[src/logic/fodl_defines.svh]
// fodl constants: register map, field positions, reset values, timing counts
`ifndef FODL_DEFINES_SVH
`define FODL_DEFINES_SVH
`define FODL_ADDR_LINK_CTRL 8'h12
`define FODL_ADDR_TX_MSG    8'h13
`define FODL_ADDR_RX_MSG    8'h15
`define FODL_ADDR_SPARE_SEL 8'h17
`define FODL_ADDR_IMASK3    8'h1e
`define FODL_BIT_EXT        7
`define FODL_BIT_MSG        6
`define FODL_BIT_CTLA       5
`define FODL_BIT_IMASK_MSG  1
`define FODL_REG_RESET      8'h00
`define FODL_CLK_NS         20
`define FODL_CLK_KHZ        50000
`define FODL_PULSE_NS       244
`define FODL_PULSE_CYC      (`FODL_PULSE_NS / `FODL_CLK_NS)
`define FODL_SECOND_MS      1000
`define FODL_PAUSE_MS       100
`define FODL_MSG_NEED       7
`define FODL_MSG_WINDOW     10
`define FODL_FLAG_ONES      8
`endif

[src/logic/fodl_pkg.sv]
// fodl types shared by the link block and its bench
package fodl_pkg;
	// framer timing and receive stream, same clock domain
	typedef struct packed {
		logic       e1_mode;
		logic       slc_mode;
		logic       tx_sa_slot;
		logic [2:0] tx_sa_idx;
		logic       tx_fs_slot;
		logic       tx_fdl_slot;
		logic       rx_sa_slot;
		logic [2:0] rx_sa_idx;
		logic       rx_fs_slot;
		logic       rx_fdl_slot;
		logic       rx_line_bit;
	} fodl_frm_t;
	// overhead insertion back to the framer
	typedef struct packed {
		logic force_ones;
		logic use_bit;
		logic bit_val;
	} fodl_ins_t;
	typedef enum logic [1:0] {MSG_HUNT, MSG_BYTE, MSG_SCAN, MSG_DECIDE} fodl_msg_st_t;
endpackage

[src/logic/fodl_pulse.sv]
// fodl link clock pulse generator with a data sampling tap
`timescale 1ns/1ps
`default_nettype none
module fodl_pulse #(
	parameter int unsigned WIDTH = 12
) (
	// clock and reset
	input  wire logic ref_clk,
	input  wire logic rst,
	// trigger and outputs
	input  wire logic start,
	output logic      pulse_r,
	output logic      tap_r
);
	localparam int unsigned CW = $clog2(WIDTH + 1);
	logic [CW-1:0] cnt_r;
	logic [CW-1:0] cnt_nxt;

	// remaining cycles of the pulse
	always_comb begin
		if (start) begin
			cnt_nxt = CW'(WIDTH);
		end else if (cnt_r != '0) begin
			cnt_nxt = cnt_r - 1'b1;
		end else begin
			cnt_nxt = '0;
		end
	end

	always_ff @(posedge ref_clk) begin
		if (rst) begin
			cnt_r   <= '0;
			pulse_r <= 1'b0;
			tap_r   <= 1'b0;
		end else begin
			cnt_r   <= cnt_nxt;
			pulse_r <= (cnt_nxt != '0);
			tap_r   <= (cnt_r == CW'(WIDTH - 2)); // pin data has crossed the synchroniser
		end
	end
endmodule
`default_nettype wire

[src/logic/fodl_hist_mem.sv]
// fodl received message history memory, registered read
`timescale 1ns/1ps
`default_nettype none
module fodl_hist_mem #(
	parameter int unsigned DEPTH = 10,
	parameter int unsigned AW    = 4
) (
	// clock
	input  wire logic          ref_clk,
	// write side
	input  wire logic          wr_en,
	input  wire logic [AW-1:0] wr_addr,
	input  wire logic [7:0]    wr_data,
	// read side
	input  wire logic [AW-1:0] rd_addr,
	output logic      [7:0]    rd_data_r
);
	logic [7:0] mem_r [DEPTH];

	// contents need no reset; the fill count says which entries are live
	always_ff @(posedge ref_clk) begin
		if (wr_en) begin
			mem_r[wr_addr] <= wr_data;
		end
		rd_data_r <= mem_r[rd_addr];
	end
endmodule
`default_nettype wire

[src/logic/fodl_link.sv]
// fodl overhead data link steering: E1 spare bits, T1 overhead, bit messages
`timescale 1ns/1ps
`default_nettype none
`include "fodl_defines.svh"
module fodl_link import fodl_pkg::*; #(
	parameter int unsigned SEC_CYC   = `FODL_SECOND_MS * `FODL_CLK_KHZ,
	parameter int unsigned PAUSE_CYC = `FODL_PAUSE_MS * `FODL_CLK_KHZ
) (
	// clock and reset
	input  wire logic       ref_clk,
	input  wire logic       rst,
	// register port
	input  wire logic       cpu_cs,
	input  wire logic       cpu_we,
	input  wire logic [7:0] cpu_addr,
	input  wire logic [7:0] cpu_wdata,
	output logic      [7:0] cpu_rdata_r,
	// framer side
	input  wire fodl_frm_t  frm,
	output fodl_ins_t       ins_r,
	// link pins
	input  wire logic       force_all_ones_n,
	input  wire logic       tx_link_data,
	output logic            tx_link_clock,
	output logic            rx_link_data_r,
	output logic            rx_link_clock,
	output logic            irq_out_r,
	output logic            irq_oe_r,
	// controller a
	input  wire logic       ctl_tx_bit,
	input  wire logic       ctl_tx_want,
	input  wire logic       ctl_irq,
	output logic            ctl_tx_strobe_r,
	output logic            ctl_rx_strobe_r,
	output logic            ctl_rx_bit_r
);
	localparam int unsigned SW = $clog2(SEC_CYC + 1);
	localparam int unsigned PW = $clog2(PAUSE_CYC + 1);
	logic [7:0] link_ctrl_r, tx_msg_r, rx_msg_r, imask3_r;
	logic [4:0] spare_sel_r;
	logic [1:0] aon_sync_r, txd_sync_r;
	logic       link_bit_r, tx_tap, rx_tap_unused, msg_flag_r;
	logic       pause_r, tx_start, rx_start, tx_t1_slot, rx_t1_slot;
	logic       tx_e1_hit, rx_e1_hit, ctla_on, bom_on;
	logic [3:0] pat_r;
	logic [15:0] pat_word;
	logic [SW-1:0] since_r;
	logic [PW-1:0] pcnt_r;
	fodl_msg_st_t st_r;
	logic [3:0] ones_r, bcnt_r, wptr_r, fill_r, sidx_r, hits_r, hits_tot;
	logic [7:0] byte_r, hist_rd;
	logic       look_r, hist_we;

	// one spare-bit select decode serves transmit and receive
	function automatic logic sel_hit(input logic [4:0] sel, input logic [2:0] idx);
		sel_hit = (idx < 3'd5) ? sel[idx] : 1'b0;
	endfunction

	// pins from outside the clock domain, two flops before use
	always_ff @(posedge ref_clk) begin
		if (rst) begin
			aon_sync_r <= 2'b00;
			txd_sync_r <= 2'b00;
		end else begin
			aon_sync_r <= {aon_sync_r[0], force_all_ones_n};
			txd_sync_r <= {txd_sync_r[0], tx_link_data};
		end
	end

	// slot decode; fs slot for SLC-96, facility bits for ESF
	assign tx_t1_slot = !frm.e1_mode && (frm.slc_mode ? frm.tx_fs_slot : frm.tx_fdl_slot);
	assign rx_t1_slot = !frm.e1_mode && (frm.slc_mode ? frm.rx_fs_slot : frm.rx_fdl_slot);
	assign tx_e1_hit = frm.e1_mode && frm.tx_sa_slot && sel_hit(spare_sel_r, frm.tx_sa_idx);
	assign rx_e1_hit = frm.e1_mode && frm.rx_sa_slot && sel_hit(spare_sel_r, frm.rx_sa_idx);
	assign ctla_on = link_ctrl_r[`FODL_BIT_CTLA] && (frm.e1_mode || !frm.slc_mode);
	assign bom_on = !frm.e1_mode && link_ctrl_r[`FODL_BIT_MSG] && !pause_r;
	// pins clock a bit in only where they own the slot
	assign tx_start = (tx_e1_hit && !ctla_on)
		|| (tx_t1_slot && !bom_on && link_ctrl_r[`FODL_BIT_EXT]);
	assign rx_start = (rx_e1_hit && !ctla_on)
		|| (rx_t1_slot && link_ctrl_r[`FODL_BIT_EXT]);
	assign pat_word = {8'hff, 1'b0, tx_msg_r[6:1], 1'b0};

	fodl_pulse #(.WIDTH(`FODL_PULSE_CYC)) u_tx_pulse (
		.ref_clk (ref_clk),
		.rst     (rst),
		.start   (tx_start),
		.pulse_r (tx_link_clock),
		.tap_r   (tx_tap)
	);
	fodl_pulse #(.WIDTH(`FODL_PULSE_CYC)) u_rx_pulse (
		.ref_clk (ref_clk),
		.rst     (rst),
		.start   (rx_start),
		.pulse_r (rx_link_clock),
		.tap_r   (rx_tap_unused)
	);

	// register writes; all control state clears on reset
	always_ff @(posedge ref_clk) begin
		if (rst) begin
			link_ctrl_r <= `FODL_REG_RESET;
			tx_msg_r    <= `FODL_REG_RESET;
			spare_sel_r <= 5'h00;
			imask3_r    <= `FODL_REG_RESET;
		end else if (cpu_cs && cpu_we) begin
			unique case (cpu_addr)
				`FODL_ADDR_LINK_CTRL: link_ctrl_r <= cpu_wdata;
				`FODL_ADDR_TX_MSG:    tx_msg_r <= cpu_wdata;
				`FODL_ADDR_SPARE_SEL: spare_sel_r <= cpu_wdata[4:0];
				`FODL_ADDR_IMASK3:    imask3_r <= cpu_wdata;
				default:              ;
			endcase
		end
	end

	// register reads; unmapped offsets read zero
	always_ff @(posedge ref_clk) begin
		if (rst) begin
			cpu_rdata_r <= 8'h00;
		end else if (cpu_cs && !cpu_we) begin
			unique case (cpu_addr)
				`FODL_ADDR_LINK_CTRL: cpu_rdata_r <= link_ctrl_r;
				`FODL_ADDR_TX_MSG:    cpu_rdata_r <= tx_msg_r;
				`FODL_ADDR_RX_MSG:    cpu_rdata_r <= rx_msg_r;
				`FODL_ADDR_SPARE_SEL: cpu_rdata_r <= {3'h0, spare_sel_r};
				`FODL_ADDR_IMASK3:    cpu_rdata_r <= imask3_r;
				default:              cpu_rdata_r <= 8'h00;
			endcase
		end
	end

	// pin data taken inside the pulse, just after the rising edge
	always_ff @(posedge ref_clk) begin
		if (rst) begin
			link_bit_r <= 1'b0;
		end else if (tx_tap) begin
			link_bit_r <= txd_sync_r[1];
		end
	end

	// message pause: one window of controller traffic per second
	always_ff @(posedge ref_clk) begin
		if (rst) begin
			pause_r <= 1'b0;
			since_r <= '0;
			pcnt_r  <= '0;
		end else if (pause_r) begin
			pcnt_r <= pcnt_r + 1'b1;
			if (pcnt_r == PW'(PAUSE_CYC - 1) || !ctl_tx_want) begin
				pause_r <= 1'b0;
			end
		end else begin
			if (since_r != SW'(SEC_CYC)) begin
				since_r <= since_r + 1'b1;
			end
			if (link_ctrl_r[`FODL_BIT_MSG] && ctla_on && ctl_tx_want
				&& since_r == SW'(SEC_CYC)) begin
				pause_r <= 1'b1;
				since_r <= '0;
				pcnt_r  <= '0;
			end
		end
	end

	// message pattern position, advances once per overhead slot
	always_ff @(posedge ref_clk) begin
		if (rst || !bom_on) begin
			pat_r <= 4'h0;
		end else if (tx_t1_slot) begin
			pat_r <= pat_r + 1'b1;
		end
	end

	// insertion: messages first, then pins, then controller a
	always_ff @(posedge ref_clk) begin
		if (rst) begin
			ins_r <= '0;
			ctl_tx_strobe_r <= 1'b0;
		end else begin
			ins_r.force_ones <= !aon_sync_r[1];
			ctl_tx_strobe_r  <= 1'b0;
			ins_r.use_bit    <= 1'b0;
			ins_r.bit_val    <= 1'b0;
			if (tx_t1_slot && bom_on) begin
				ins_r.use_bit <= 1'b1;
				ins_r.bit_val <= pat_word[4'd15 - pat_r];
			end else if (tx_start) begin
				ins_r.use_bit <= 1'b1;
				ins_r.bit_val <= link_bit_r;
			end else if ((tx_t1_slot || tx_e1_hit) && ctla_on) begin
				ins_r.use_bit   <= 1'b1;
				ins_r.bit_val   <= ctl_tx_bit;
				ctl_tx_strobe_r <= 1'b1;
			end
		end
	end

	// receive pins and controller feed; taken before the elastic store so
	// a frame slip there never touches link bits
	always_ff @(posedge ref_clk) begin
		if (rst) begin
			rx_link_data_r  <= 1'b0;
			ctl_rx_strobe_r <= 1'b0;
			ctl_rx_bit_r    <= 1'b0;
		end else begin
			if (frm.e1_mode || rx_t1_slot) begin
				rx_link_data_r <= frm.rx_line_bit;
			end
			ctl_rx_strobe_r <= ctla_on && (rx_e1_hit || rx_t1_slot);
			if (ctla_on && (rx_e1_hit || rx_t1_slot)) begin
				ctl_rx_bit_r <= frm.rx_line_bit;
			end
		end
	end

	fodl_hist_mem #(.DEPTH(`FODL_MSG_WINDOW), .AW(4)) u_hist (
		.ref_clk   (ref_clk),
		.wr_en     (hist_we),
		.wr_addr   (wptr_r),
		.wr_data   ({byte_r[6:0], frm.rx_line_bit}),
		.rd_addr   (sidx_r),
		.rd_data_r (hist_rd)
	);
	assign hist_we = (st_r == MSG_BYTE) && rx_t1_slot && bcnt_r == 4'd7 && !frm.rx_line_bit;
	assign hits_tot = hits_r + 4'((look_r && hist_rd == byte_r) ? 1 : 0);

	// message receiver: flag hunt, byte collect, history scan, decision
	always_ff @(posedge ref_clk) begin
		if (rst) begin
			st_r <= MSG_HUNT;
			ones_r <= 4'h0;
			bcnt_r <= 4'h0;
			byte_r <= 8'h00;
			wptr_r <= 4'h0;
			fill_r <= 4'h0;
			sidx_r <= 4'h0;
			hits_r <= 4'h0;
			look_r <= 1'b0;
		end else begin
			unique case (st_r)
				MSG_HUNT: if (rx_t1_slot) begin
					if (frm.rx_line_bit) begin
						ones_r <= (ones_r == 4'(`FODL_FLAG_ONES)) ? ones_r : ones_r + 1'b1;
					end else begin
						ones_r <= 4'h0;
						if (ones_r == 4'(`FODL_FLAG_ONES)) begin
							st_r   <= MSG_BYTE;
							byte_r <= 8'h00;
							bcnt_r <= 4'h1;
						end
					end
				end
				MSG_BYTE: if (rx_t1_slot) begin
					byte_r <= {byte_r[6:0], frm.rx_line_bit};
					bcnt_r <= bcnt_r + 1'b1;
					if (bcnt_r == 4'd7) begin
						st_r   <= frm.rx_line_bit ? MSG_HUNT : MSG_SCAN;
						sidx_r <= 4'h0;
						hits_r <= 4'h0;
						look_r <= 1'b0;
					end
				end
				MSG_SCAN: begin
					if (sidx_r == 4'h0) begin
						wptr_r <= (wptr_r == 4'(`FODL_MSG_WINDOW - 1)) ? 4'h0 : wptr_r + 1'b1;
						fill_r <= (fill_r == 4'(`FODL_MSG_WINDOW)) ? fill_r : fill_r + 1'b1;
					end
					look_r <= sidx_r < fill_r || sidx_r == 4'h0;
					hits_r <= hits_tot;
					sidx_r <= sidx_r + 1'b1;
					if (sidx_r == 4'(`FODL_MSG_WINDOW - 1)) begin
						st_r <= MSG_DECIDE;
					end
				end
				MSG_DECIDE: begin
					hits_r <= hits_tot;
					st_r   <= MSG_HUNT;
				end
			endcase
		end
	end

	// latest persistent message and its sticky event; a new message in the
	// read cycle wins over the clear
	always_ff @(posedge ref_clk) begin
		if (rst) begin
			rx_msg_r   <= `FODL_REG_RESET;
			msg_flag_r <= 1'b0;
		end else if (st_r == MSG_DECIDE && hits_tot >= 4'(`FODL_MSG_NEED)
			&& byte_r != rx_msg_r) begin
			rx_msg_r   <= byte_r;
			msg_flag_r <= 1'b1;
		end else if (cpu_cs && !cpu_we && cpu_addr == `FODL_ADDR_RX_MSG) begin
			msg_flag_r <= 1'b0;
		end
	end

	// open-drain request: pulls low only; floats while all-ones pin is low
	always_ff @(posedge ref_clk) begin
		if (rst) begin
			irq_out_r <= 1'b0;
			irq_oe_r  <= 1'b0;
		end else begin
			irq_out_r <= 1'b0;
			irq_oe_r  <= aon_sync_r[1] && ((msg_flag_r && imask3_r[`FODL_BIT_IMASK_MSG])
				|| (ctl_irq && ctla_on));
		end
	end
endmodule
`default_nettype wire

[config.mk]
export PLATFORM = sky130hd
export DESIGN_NAME = fodl_link
export DESIGN_NICKNAME = d
export VERILOG_FILES = /design/src/logic/fodl_pkg.sv /design/src/logic/fodl_pulse.sv /design/src/logic/fodl_hist_mem.sv /design/src/logic/fodl_link.sv
export VERILOG_INCLUDE_DIRS = /design/src /design/src/logic
export SDC_FILE = /design/constraint.sdc
export NUM_CORES = 1
export LEC_CHECK = 0
export BUFFER_PORTS_ARGS = -buffer_cell sky130_fd_sc_hd__buf_2
export CELL_PAD_IN_SITES_DETAIL_PLACEMENT = 1
export CELL_PAD_IN_SITES_GLOBAL_PLACEMENT = 1
export CORE_ASPECT_RATIO = 0.6
export CORE_UTILIZATION = 44
export CTS_CLUSTER_SIZE = 40
export DETAILED_ROUTE_END_ITERATION = 12
export PLACE_DENSITY_LB_ADDON = 0.08
export SYNTH_ARGS = -nofsm -noshare
export SYNTH_HDL_FRONTEND = slang
export SYNTH_SLANG_ARGS = --single-unit
[constraint.sdc]
create_clock -name ref_clk -period 2.85 [get_ports ref_clk]
set_input_delay 0.57 -clock ref_clk [delete_from_list [all_inputs] [get_ports ref_clk]]
set_output_delay 0.57 -clock ref_clk [all_outputs]
set_load 0.02 [all_outputs]
Yosys cells after proc, flatten, opt, wreduce, memory -nomap -nowiden
Memories as Yosys holds them, arrays and structs flattened. A register that Yosys moved wholly into a read port is not among the register bits. Index checks and enable logic that the tools add are counted.

Flip-flop bits (word level): 159. RAM bits: 80. Input bits: 40. Output and inout bits: 19. Logic and storage cells: 220. Memories: 1.

$add $sub $neg: 12. Order comparisons: 7. Equal/unequal tests: 26. Multiplexer cells: 59. Bitwise logic cells: 2. Reduce and logical (&&, ||, !) cells: 77.

Memories: u_hist.mem_r (words 10, width 8, rd ports 1, clocked after memory_dff 1, write ports 1, RTL line fodl_hist_mem.sv:18) `logic [7:0] mem_r [DEPTH];`.

Operators by type and width (count): 26-bit two-way mux (2); 4-bit two-way mux (13); 23-bit two-way mux (2); 8-bit by 5-bit == test with 1-bit output (second input constant) (5); 8-bit one-hot mux with 5 select lines (1); 1-bit logical AND (32); 8-bit two-way mux (4); 26-bit by 1-bit adder with 26-bit output (second input constant) (1); 26-bit == test (second input constant) (1); 26-bit != test (second input constant) (1); 4-bit by 1-bit adder with 4-bit output (second input constant) (6); 4-bit one-hot mux with 2 select lines (3); 23-bit by 1-bit adder with 23-bit output (second input constant) (1); 23-bit == test (second input constant) (1); 4-bit == test (second input constant) (5); 2-bit two-way mux (10); 1-bit two-way mux (18); 8-bit one-hot mux with 2 select lines (1); 4-bit nonzero test (4); 2-bit != test (second input constant) (6); 2-bit AND reduction (6); 3-bit AND reduction (4); 2-bit nonzero test (6); 1-bit logical OR (10); 26 further kinds (40).

Logic depth before layout (Yosys ltp)
Gate-level depths: netlist (run 1).

Depth in word-level cells: 9. Gate-level depth with buffers: 12.

Cells and area by module
Synthesis (run 1) repeated with hierarchy kept, for this count alone.

Cells, all modules: 1068. Area total of the unflattened synthesis: 11105.7 µm².

By module, submodules not included: fodl_link (instances 1, cells each 823, area an instance 7193.1 µm², seq. area each 2962.8 µm²); fodl_hist_mem (instances 1, cells each 189, area an instance 3402.0 µm², seq. area each 2562.5 µm²); fodl_pulse (instances 2, cells each 28, area an instance 255.2 µm², seq. area each 120.1 µm²).

Least setup slack after synthesis (run 1)
Ideal clock, no wire load.

Path kind: register to register. From: register byte_r[5]. To: register rx_msg_r[0]. Arrival time: 2.692 ns. Setup slack: 0.086 ns. Stages on the path, launching flop included: 13. Buffers on the path: 1. Cells stage by stage: dfxtp_1 xor2_1 nor4_1 nand3_1 nor4_1 ha_1 ha_1 xor2_1 nand3_1 a21oi_1 a21boi_0 buf_1 mux2i_1.

Cells in the longest elaborated chain, start to end: 7. Elaborated cells on any way between the ends: 8. Those cells by class: add/sub: 1; order compare: 1; eq/ne: 2; mux: 1; reduce/logical: 3.

RTL lines: start, declared (RTL line fodl_link.sv:51) `logic [7:0] byte_r, hist_rd;`; start signal, assigned (RTL line fodl_link.sv:255) `byte_r <= {byte_r[6:0], frm.rx_line_bit};`; 8-bit == test (RTL line fodl_link.sv:226) `assign hits_tot = hits_r + 4'((look_r && hist_rd == byte_r) ? 1 : 0);`; 1-bit logical AND (RTL line fodl_link.sv:226); 1-bit two-way mux (RTL line fodl_link.sv:226); 4-bit by 1-bit adder with 4-bit output (RTL line fodl_link.sv:226); 4-bit by 3-bit >= comparator with 1-bit output (RTL line fodl_link.sv:290) `` end else if (st_r == MSG_DECIDE && hits_tot >= 4'(`FODL_MSG_NEED) ``; 1-bit logical AND (RTL line fodl_link.sv:290); 1-bit logical AND (*) (RTL line fodl_link.sv:290); end signal, assigned (RTL line fodl_link.sv:288) `` rx_msg_r <= `FODL_REG_RESET; ``; end signal, assigned (RTL line fodl_link.sv:292) `rx_msg_r <= byte_r;`; end, declared (RTL line fodl_link.sv:39) `logic [7:0] link_ctrl_r, tx_msg_r, rx_msg_r, imask3_r;`.

Every way passes the cells marked *; elsewhere a longest branch is shown, timed or not. A chain may end at the register's enable or synchronous reset.

Worst setup path in the final report (run 1)
From: register byte_r[3]. To: register rx_msg_r[6].

The elaborated chain is that of the path after synthesis.

==> impl_metrics.csv, run 1 <==
group,metric,value,unit
floorplan,placement_rows,44,
floorplan,io_pins,59,
cts,worst_skew_pair.late_latency,0.54,ns
finish,mostFrequentLayoutCell,"dfxtp_1",
critical_path,critPathSlowestCell,"dfxtp_1",
critical_path,worstPathMaxFanout,8,
critical_path,timing.critical_path.cells,"xor2_1 -> nor4_2 -> nand3_1 -> nor4_2 -> ha_2 -> ha_1 -> xor2_2 -> nand3_1 -> a21oi_2 -> a21boi_0 -> buf_4 -> mux2i_1",
synth,yosys_register_bits,247,
place,gp_congestion,0.7866,
global_route,antenna_found_initial,0,
synth,syn-cell-area,10860,sq um
outcome,outcome,"completed",
global_route,number_of_global_route_vias_before_repair,7845,
finish,drive_above_1_share,16.68,%
finish,insertedDiodeCount,0,
cts,h_tree_depth,1,
finish,design.final.nets,1151,
global_route,globalRoute.totalOverflow,0,
cts,cts.reportedPaths.clkPinSlew,0.07,ns
sta,clk_skew,0.02042,ns
finish,post_route_design_area,12570,sq um
critical_path,worst_r2r_path_depth,12,
floorplan,die_area,25340,sq um
power,static-leakage-power,0.004398,uW
place,dp_hpwl,20510,microns
sta,time_the_final_worst_path_needs_with_i_o_delays_and_setup,2.766,ns
finish,syn2layout_area_growth,15.75,%
synth,synthArstFlopShare,0,%
hold_path,hp-start,"tx_link_data",
global_route,grt_max_degree,106,
synth,synth-adder-area-share,2.304,%
routing,first_pass_iters,5,
sta,final_hold_viol_count,0,
routing,detail-route-antenna-nets,0,
global_route,grt.total_usage,23.51,%
synth,synth_top_family_by_area,"simple AND/OR/NAND/NOR gates",
cts,cts_made_buffers,24,
critical_path,timing.rr.end,"rx_msg_r[6]",
synth,count_of_cell_types_in_the_netlist,66,
sta,report.final.setup_viol,0,
routing,vias,8042,
synth,synth_area_per_cell,10.68,sq um
sta,drv_slew,0,
synth,post_synth_inst_count,1017,
sta,final.period_utilization,97.04,%
synth,ys_dominant_reg_cell,"dfxtp_1",
cts,tritoncts,"built",
run,maxCapViolCount,0,
synth,synth_simple_gate_area_share,17.50,%
synth,syn_nets,1077,
critical_path,critPathBufInv,1,
synth,synth_xor_xnor_area_share,4.516,%
routing,dr.first_iter.drc_count,458,
sta,fmaxAchievable,361.6,MHz
critical_path,endpoint_kind,"register",
routing,drcViolationCount,0,
power,irDropWorstVdd,0.0003429,V
critical_path,ff2ff_setup_slack,0.08,ns
hold_path,worstHoldPathType,"in2reg",
cts,cts_hold_buf,0,
floorplan,dieHeight,123.7,microns
synth,synth-seq-area-share,52.90,%
finish,num-fill-cells,2648,
synth,post_synth_mux_area_share,9.411,%
sta,slew_headroom,44.70,%
critical_path,path_delay_family,"simple AND/OR/NAND/NOR gates",
cts,clkSinkCount,247,
hold_path,hold-path-cell-count,2,
global_route,grt_pass1_wl,45820,microns
routing,postRouteWirelength,29250,microns
routing,via_density_per_instance,5.620,
floorplan,chip_width,204.8,microns
critical_path,start_kind,"register",
finish,top_library_cells_by_usage_in_the_layout_fill_and_taps_aside,"166 x dfxtp_1, 99 x nor2_1, 80 x edfxtp_1, 67 x nand2_1, 61 x nand3_1",
power,power_density,616.6,nW/um^2
place,buffer_ports.inserted,57,
critical_path,critPathArrivalTime,3.23,ns
critical_path,cp_data_required_time,3.31,ns
routing,avgRoutedWirePerCell,20.44,microns
sta,fin_worst_hold_slack,0.2673,ns
place,area_after_detailed_placement,11670,sq um
critical_path,critPathKind,"reg2reg",
cts,ctsRootBufferMaster,"clkbuf_16",
critical_path,worstReg2RegStart,"byte_r[3]",
floorplan,initial_utilization,44.84,%
synth,compound_gate_fraction_of_synth_area,9.941,%
critical_path,max_stage_delay,0.32,ns
synth,synth-edff-count,80,
cts,cts_buffer_depth,3,
synth,yosysWarningCount,0,
floorplan,core_area,24220,sq um
sta,worstMarginPinSlew,0.8284,ns
hold_path,holdPathEnd,"txd_sync_r[0]",
timing repair:
action / in CTS / in global routing
setup buffers: 0 / 1
pin swaps: 0 / 3
endpoints found under the setup margin: 8 / 8
resized for setup: 2 / 3
how the worst max path moves through the flow:
stage                   start  slack (ns)  cells after the start          end
floorplan           byte_r[5]        0.09                     12  rx_msg_r[0]
global placement    byte_r[5]        0.24                     12  rx_msg_r[3]
detailed placement  byte_r[5]      -0.003                     12  rx_msg_r[6]
CTS                 byte_r[5]       0.008                     12  rx_msg_r[6]
global route        byte_r[3]       -0.04                     12  rx_msg_r[6]
finish              byte_r[3]        0.08                     12  rx_msg_r[6]
cells by family (layout without fill, tap and decap cells):
logic type / Yosys count / count (layout)
AOI/OAI and AO/OA: 163 / 163
xor gates and xnor gates: 56 / 56
adders and majority gates: 20 / 20
buffers and inverters: 87 / 179
DFF: 247 / 247
muxes: 80 / 80
other: 1 / 1
and+or+nand+nor: 363 / 363
cells in the mapped netlist (6+ instances only):
| master | count | share of area (%) |
|---|---|---|
| buf_1 | 6 | 0.21 |
| nor4_1 | 8 | 0.46 |
| nor2b_1 | 16 | 0.92 |
| a211oi_1 | 9 | 0.62 |
| ha_1 | 20 | 2.3 |
| nand3_1 | 61 | 2.8 |
| inv_1 | 34 | 1.2 |
| and3_1 | 14 | 0.81 |
| and2_1 | 7 | 0.40 |
| nor3_1 | 15 | 0.69 |
| mux4_2 | 17 | 3.5 |
| nor2_1 | 99 | 3.4 |
| nor4b_1 | 9 | 0.73 |
| o21ai_0 | 29 | 1.3 |
| o31ai_1 | 13 | 0.90 |
| nand4_1 | 19 | 1.1 |
| buf_2 | 7 | 0.32 |
| dfxtp_1 | 167 | 31 |
| a22oi_1 | 18 | 1.2 |
| xnor2_1 | 12 | 0.97 |
| mux2i_1 | 56 | 5.2 |
| xor2_1 | 44 | 3.5 |
| nand2_1 | 67 | 2.3 |
| nand2b_1 | 11 | 0.63 |
| mux2_2 | 7 | 0.73 |
| clkbuf_1 | 34 | 1.2 |
| edfxtp_1 | 80 | 22 |
| a21oi_1 | 48 | 2.2 |
cell type report:
cell class | instances | area (sq um) | area share (%)
timing repair buffer | 101 | 643.1 | 5.115
tap | 322 | 402.9 | 3.205
clock inverter | 17 | 234.0 | 1.861
multi-input combinational | 683 | 4785 | 38.06
clock buffer | 27 | 633.1 | 5.036
inverter | 34 | 127.6 | 1.015
sequential | 247 | 5747 | 45.71
sequential cells by signal (all words and copies together), names as in the netlist, 5 cells and up, named ones only:
register / cells
imask3_r: 8
pcnt_r: 23
u_hist.mem_r: 80
link_ctrl_r: 8
spare_sel_r: 5
u_hist.rd_data_r: 8
rx_msg_r: 8
since_r: 26
cpu_rdata_r: 8
byte_r: 8
tx_msg_r: 8
worst reg2reg max path, stage by stage (launching register included):
cell      delay [ns]
dfxtp_1         0.32
xor2_1          0.18
nor4_2          0.31
nand3_1         0.15
nor4_2          0.17
ha_2            0.23
ha_1            0.20
xor2_2          0.16
nand3_1         0.11
a21oi_2         0.19
a21boi_0        0.21
buf_4           0.23
mux2i_1         0.22
metrics by stage:
step	TNS (ns)	utilization (%)	power (uW)	setup WS (ns)	instances
5_1_grt	-0.1280	51.90	8012	-0.03593	1431
6_report	0	51.90	7751	0.08445	1431
3_5_place_dp	-0.003133	48.18	4325	-0.003133	1386
2_1_floorplan	0	-	4157	0.08588	1017
3_3_place_gp	0	48.18	4318	0.2411	1386
4_1_cts	0	51.80	7815	0.008176	1430
power breakdown:
group / internal, uW / switching (uW)
Sequential: 3680 / 62.2
Clock: 2070 / 1440
Combinational: 205 / 300
per-layer routing:
metal | part of all wire, % | global-route usage, % | vias to the layer above
li1 | - | - | 3848
met2 | 39 | 32.28 | 158
met5 | 0 | 0 | -
met4 | 1.4 | 3.685 | 0
met3 | 3.9 | 2.773 | 29
met1 | 56 | 38.88 | 4007
Power figures use the tool's default switching activity.
==> inputs of run 2 (changes only) <==
MAX_ROUTING_LAYER = met4   (was default)
==> run 2 against run 1 <==
Utilization unchanged. Die area unchanged. Clock power about the same. Sequential share of layout area unchanged. Combinational power about the same. Maximum frequency about the same. Clock skew up 0.00063 ns. Hold slack about the same. Cell count unchanged.
==> impl_metrics.csv, run 2 (same netlist as run 1, synthesis figures left out) <==
group,metric,value,unit
finish,post_route_design_area,12570,sq um
sta,report.final.setup_viol,0,
global_route,globalRoute.totalOverflow,0,
sta,final_hold_viol_count,0,
critical_path,start_kind,"register",
sta,worstMarginPinSlew,0.8407,ns
place,buffer_ports.inserted,57,
run,maxCapViolCount,0,
sta,slew_headroom,43.88,%
power,static-leakage-power,0.004398,uW
sta,time_the_final_worst_path_needs_with_i_o_delays_and_setup,2.768,ns
sta,fin_worst_hold_slack,0.2669,ns
finish,registers.top_by_ff_count,"u_hist.mem_r",
routing,drcViolationCount,0,
floorplan,initial_utilization,44.84,%
critical_path,critPathKind,"reg2reg",
cts,cts_made_buffers,24,
critical_path,critPathArrivalTime,3.23,ns
place,dp_hpwl,20510,microns
critical_path,endpoint_kind,"register",
cts,h_tree_depth,1,
global_route,antenna_found_initial,0,
floorplan,placement_rows,44,
cts,worst_skew_pair.late_latency,0.54,ns
routing,dr.first_iter.drc_count,461,
sta,postLayoutSetupSlackWorst,0.08244,ns
sta,drv_slew,0,
floorplan,die_area,25340,sq um
floorplan,dieHeight,123.7,microns
finish,insertedDiodeCount,0,
power,pwr-share-comb,6.5,%
cts,ctsRootBufferMaster,"clkbuf_16",
finish,top_library_cells_by_usage_in_the_layout_fill_and_taps_aside,"166 x dfxtp_1, 99 x nor2_1, 80 x edfxtp_1, 67 x nand2_1, 61 x nand3_1",
sta,clk_skew,0.02105,ns
power,intPower,5954,uW
place,gp_congestion,0.7975,
power,power_density,617.0,nW/um^2
finish,syn2layout_area_growth,15.75,%
power,irDropWorstVdd,0.0003428,V
power,seqPwrFrac,48.3,%
place,post-place-ws,-0.003133,ns
routing,vias,8060,
hold_path,worstHoldPathType,"in2reg",
cts,clkSinkCount,247,
global_route,grt_pass1_wl,45890,microns
global_route,number_of_global_route_vias_before_repair,7822,
outcome,outcome,"completed",
global_route,grt.total_usage,24.27,%
finish,mostFrequentLayoutCell,"dfxtp_1",
critical_path,cp_data_required_time,3.31,ns
power,switching_share,23.25,%
cts,cts_buffer_depth,3,
critical_path,worstPathMaxFanout,8,
routing,detail-route-antenna-nets,0,
routing,via_density_per_instance,5.632,
floorplan,core_area,24220,sq um
routing,avgRoutedWirePerCell,20.46,microns
power,switching_power,1804,uW
global_route,grt_max_degree,106,
place,area_after_detailed_placement,11670,sq um
routing,postRouteWirelength,29280,microns
floorplan,io_pins,59,
cts,tritoncts,"built",
power,power.clock.fraction,45.2,%
floorplan,chip_width,204.8,microns
sta,fmaxAchievable,361.3,MHz
cts,cts.reportedPaths.clkPinSlew,0.07,ns
finish,drive_above_1_share,16.68,%
finish,flip_flop_count_of_the_largest_register_all_copies_and_words_added,80,
sta,fin_tns_setup,0,ns
routing,first_pass_iters,4,
finish,top_regs,"u_hist.mem_r (80), since_r (26), pcnt_r (23)",
sta,final.period_utilization,97.11,%
finish,design.final.nets,1151,
[run 2: cell counts in the layout (fill, tap and decap cells not counted)]
No cell type changed its count.
[run 2: final timing paths]
path            startpoint            end  slack (ns)  depth (start not counted)
max reg2reg      byte_r[3]    rx_msg_r[6]        0.08                         12
max              byte_r[3]    rx_msg_r[6]        0.08                         12
min reg2reg  aon_sync_r[0]  aon_sync_r[1]        0.45                          1
min           tx_link_data  txd_sync_r[0]        0.27                          2
[run 2: timing repair]
item,CTS,global route
endpoints found under the setup margin,8,8
resized for setup,2,3
pin swaps,0,3
setup buffers,0,1
hold buffers,0,0
[run 2: final cells by class]
type	instances	area [sq um]
tap	322	402.9
inverter	34	127.6
multi-input combinational	683	4785
fill	2648	11650
sequential	247	5747
clock inverter	17	234.0
timing repair buffer	101	643.1
clock buffer	27	633.1
[run 2: layer usage]
layer | share of wire [%] | GRT usage (%)
met5 | 0 | -
met4 | 1.4 | 3.685
met3 | 3.7 | 2.695
met2 | 39 | 31.97
met1 | 56 | 39.33
[run 2: critical path, stage by stage, from the launching register on]
cell,delay (ns)
dfxtp_1,0.32
xor2_1,0.18
nor4_2,0.31
nand3_1,0.15
nor4_2,0.17
ha_2,0.23
ha_1,0.20
xor2_2,0.16
nand3_1,0.11
a21oi_2,0.20
a21boi_0,0.21
buf_4,0.23
mux2i_1,0.22
[run 2: through the flow]
stage / std cells / util, % / total power (uW)
5_1_grt: 1431 / 51.90 / 8020
2_1_floorplan: 1017 / - / 4157
3_5_place_dp: 1386 / 48.18 / 4325
6_report: 1431 / 51.90 / 7758
4_1_cts: 1430 / 51.80 / 7815
3_3_place_gp: 1386 / 48.18 / 4318
[run 2: power groups by stage]
stage / Combinational [uW] / Sequential (uW) / Clock, uW
2_1_floorplan: 329 / 3830 / 0
3_3_place_gp: 497 / 3820 / 0
3_5_place_dp: 503 / 3820 / 0
4_1_cts: 506 / 3740 / 3570
5_1_grt: 571 / 3750 / 3700
6_report: 507 / 3750 / 3500
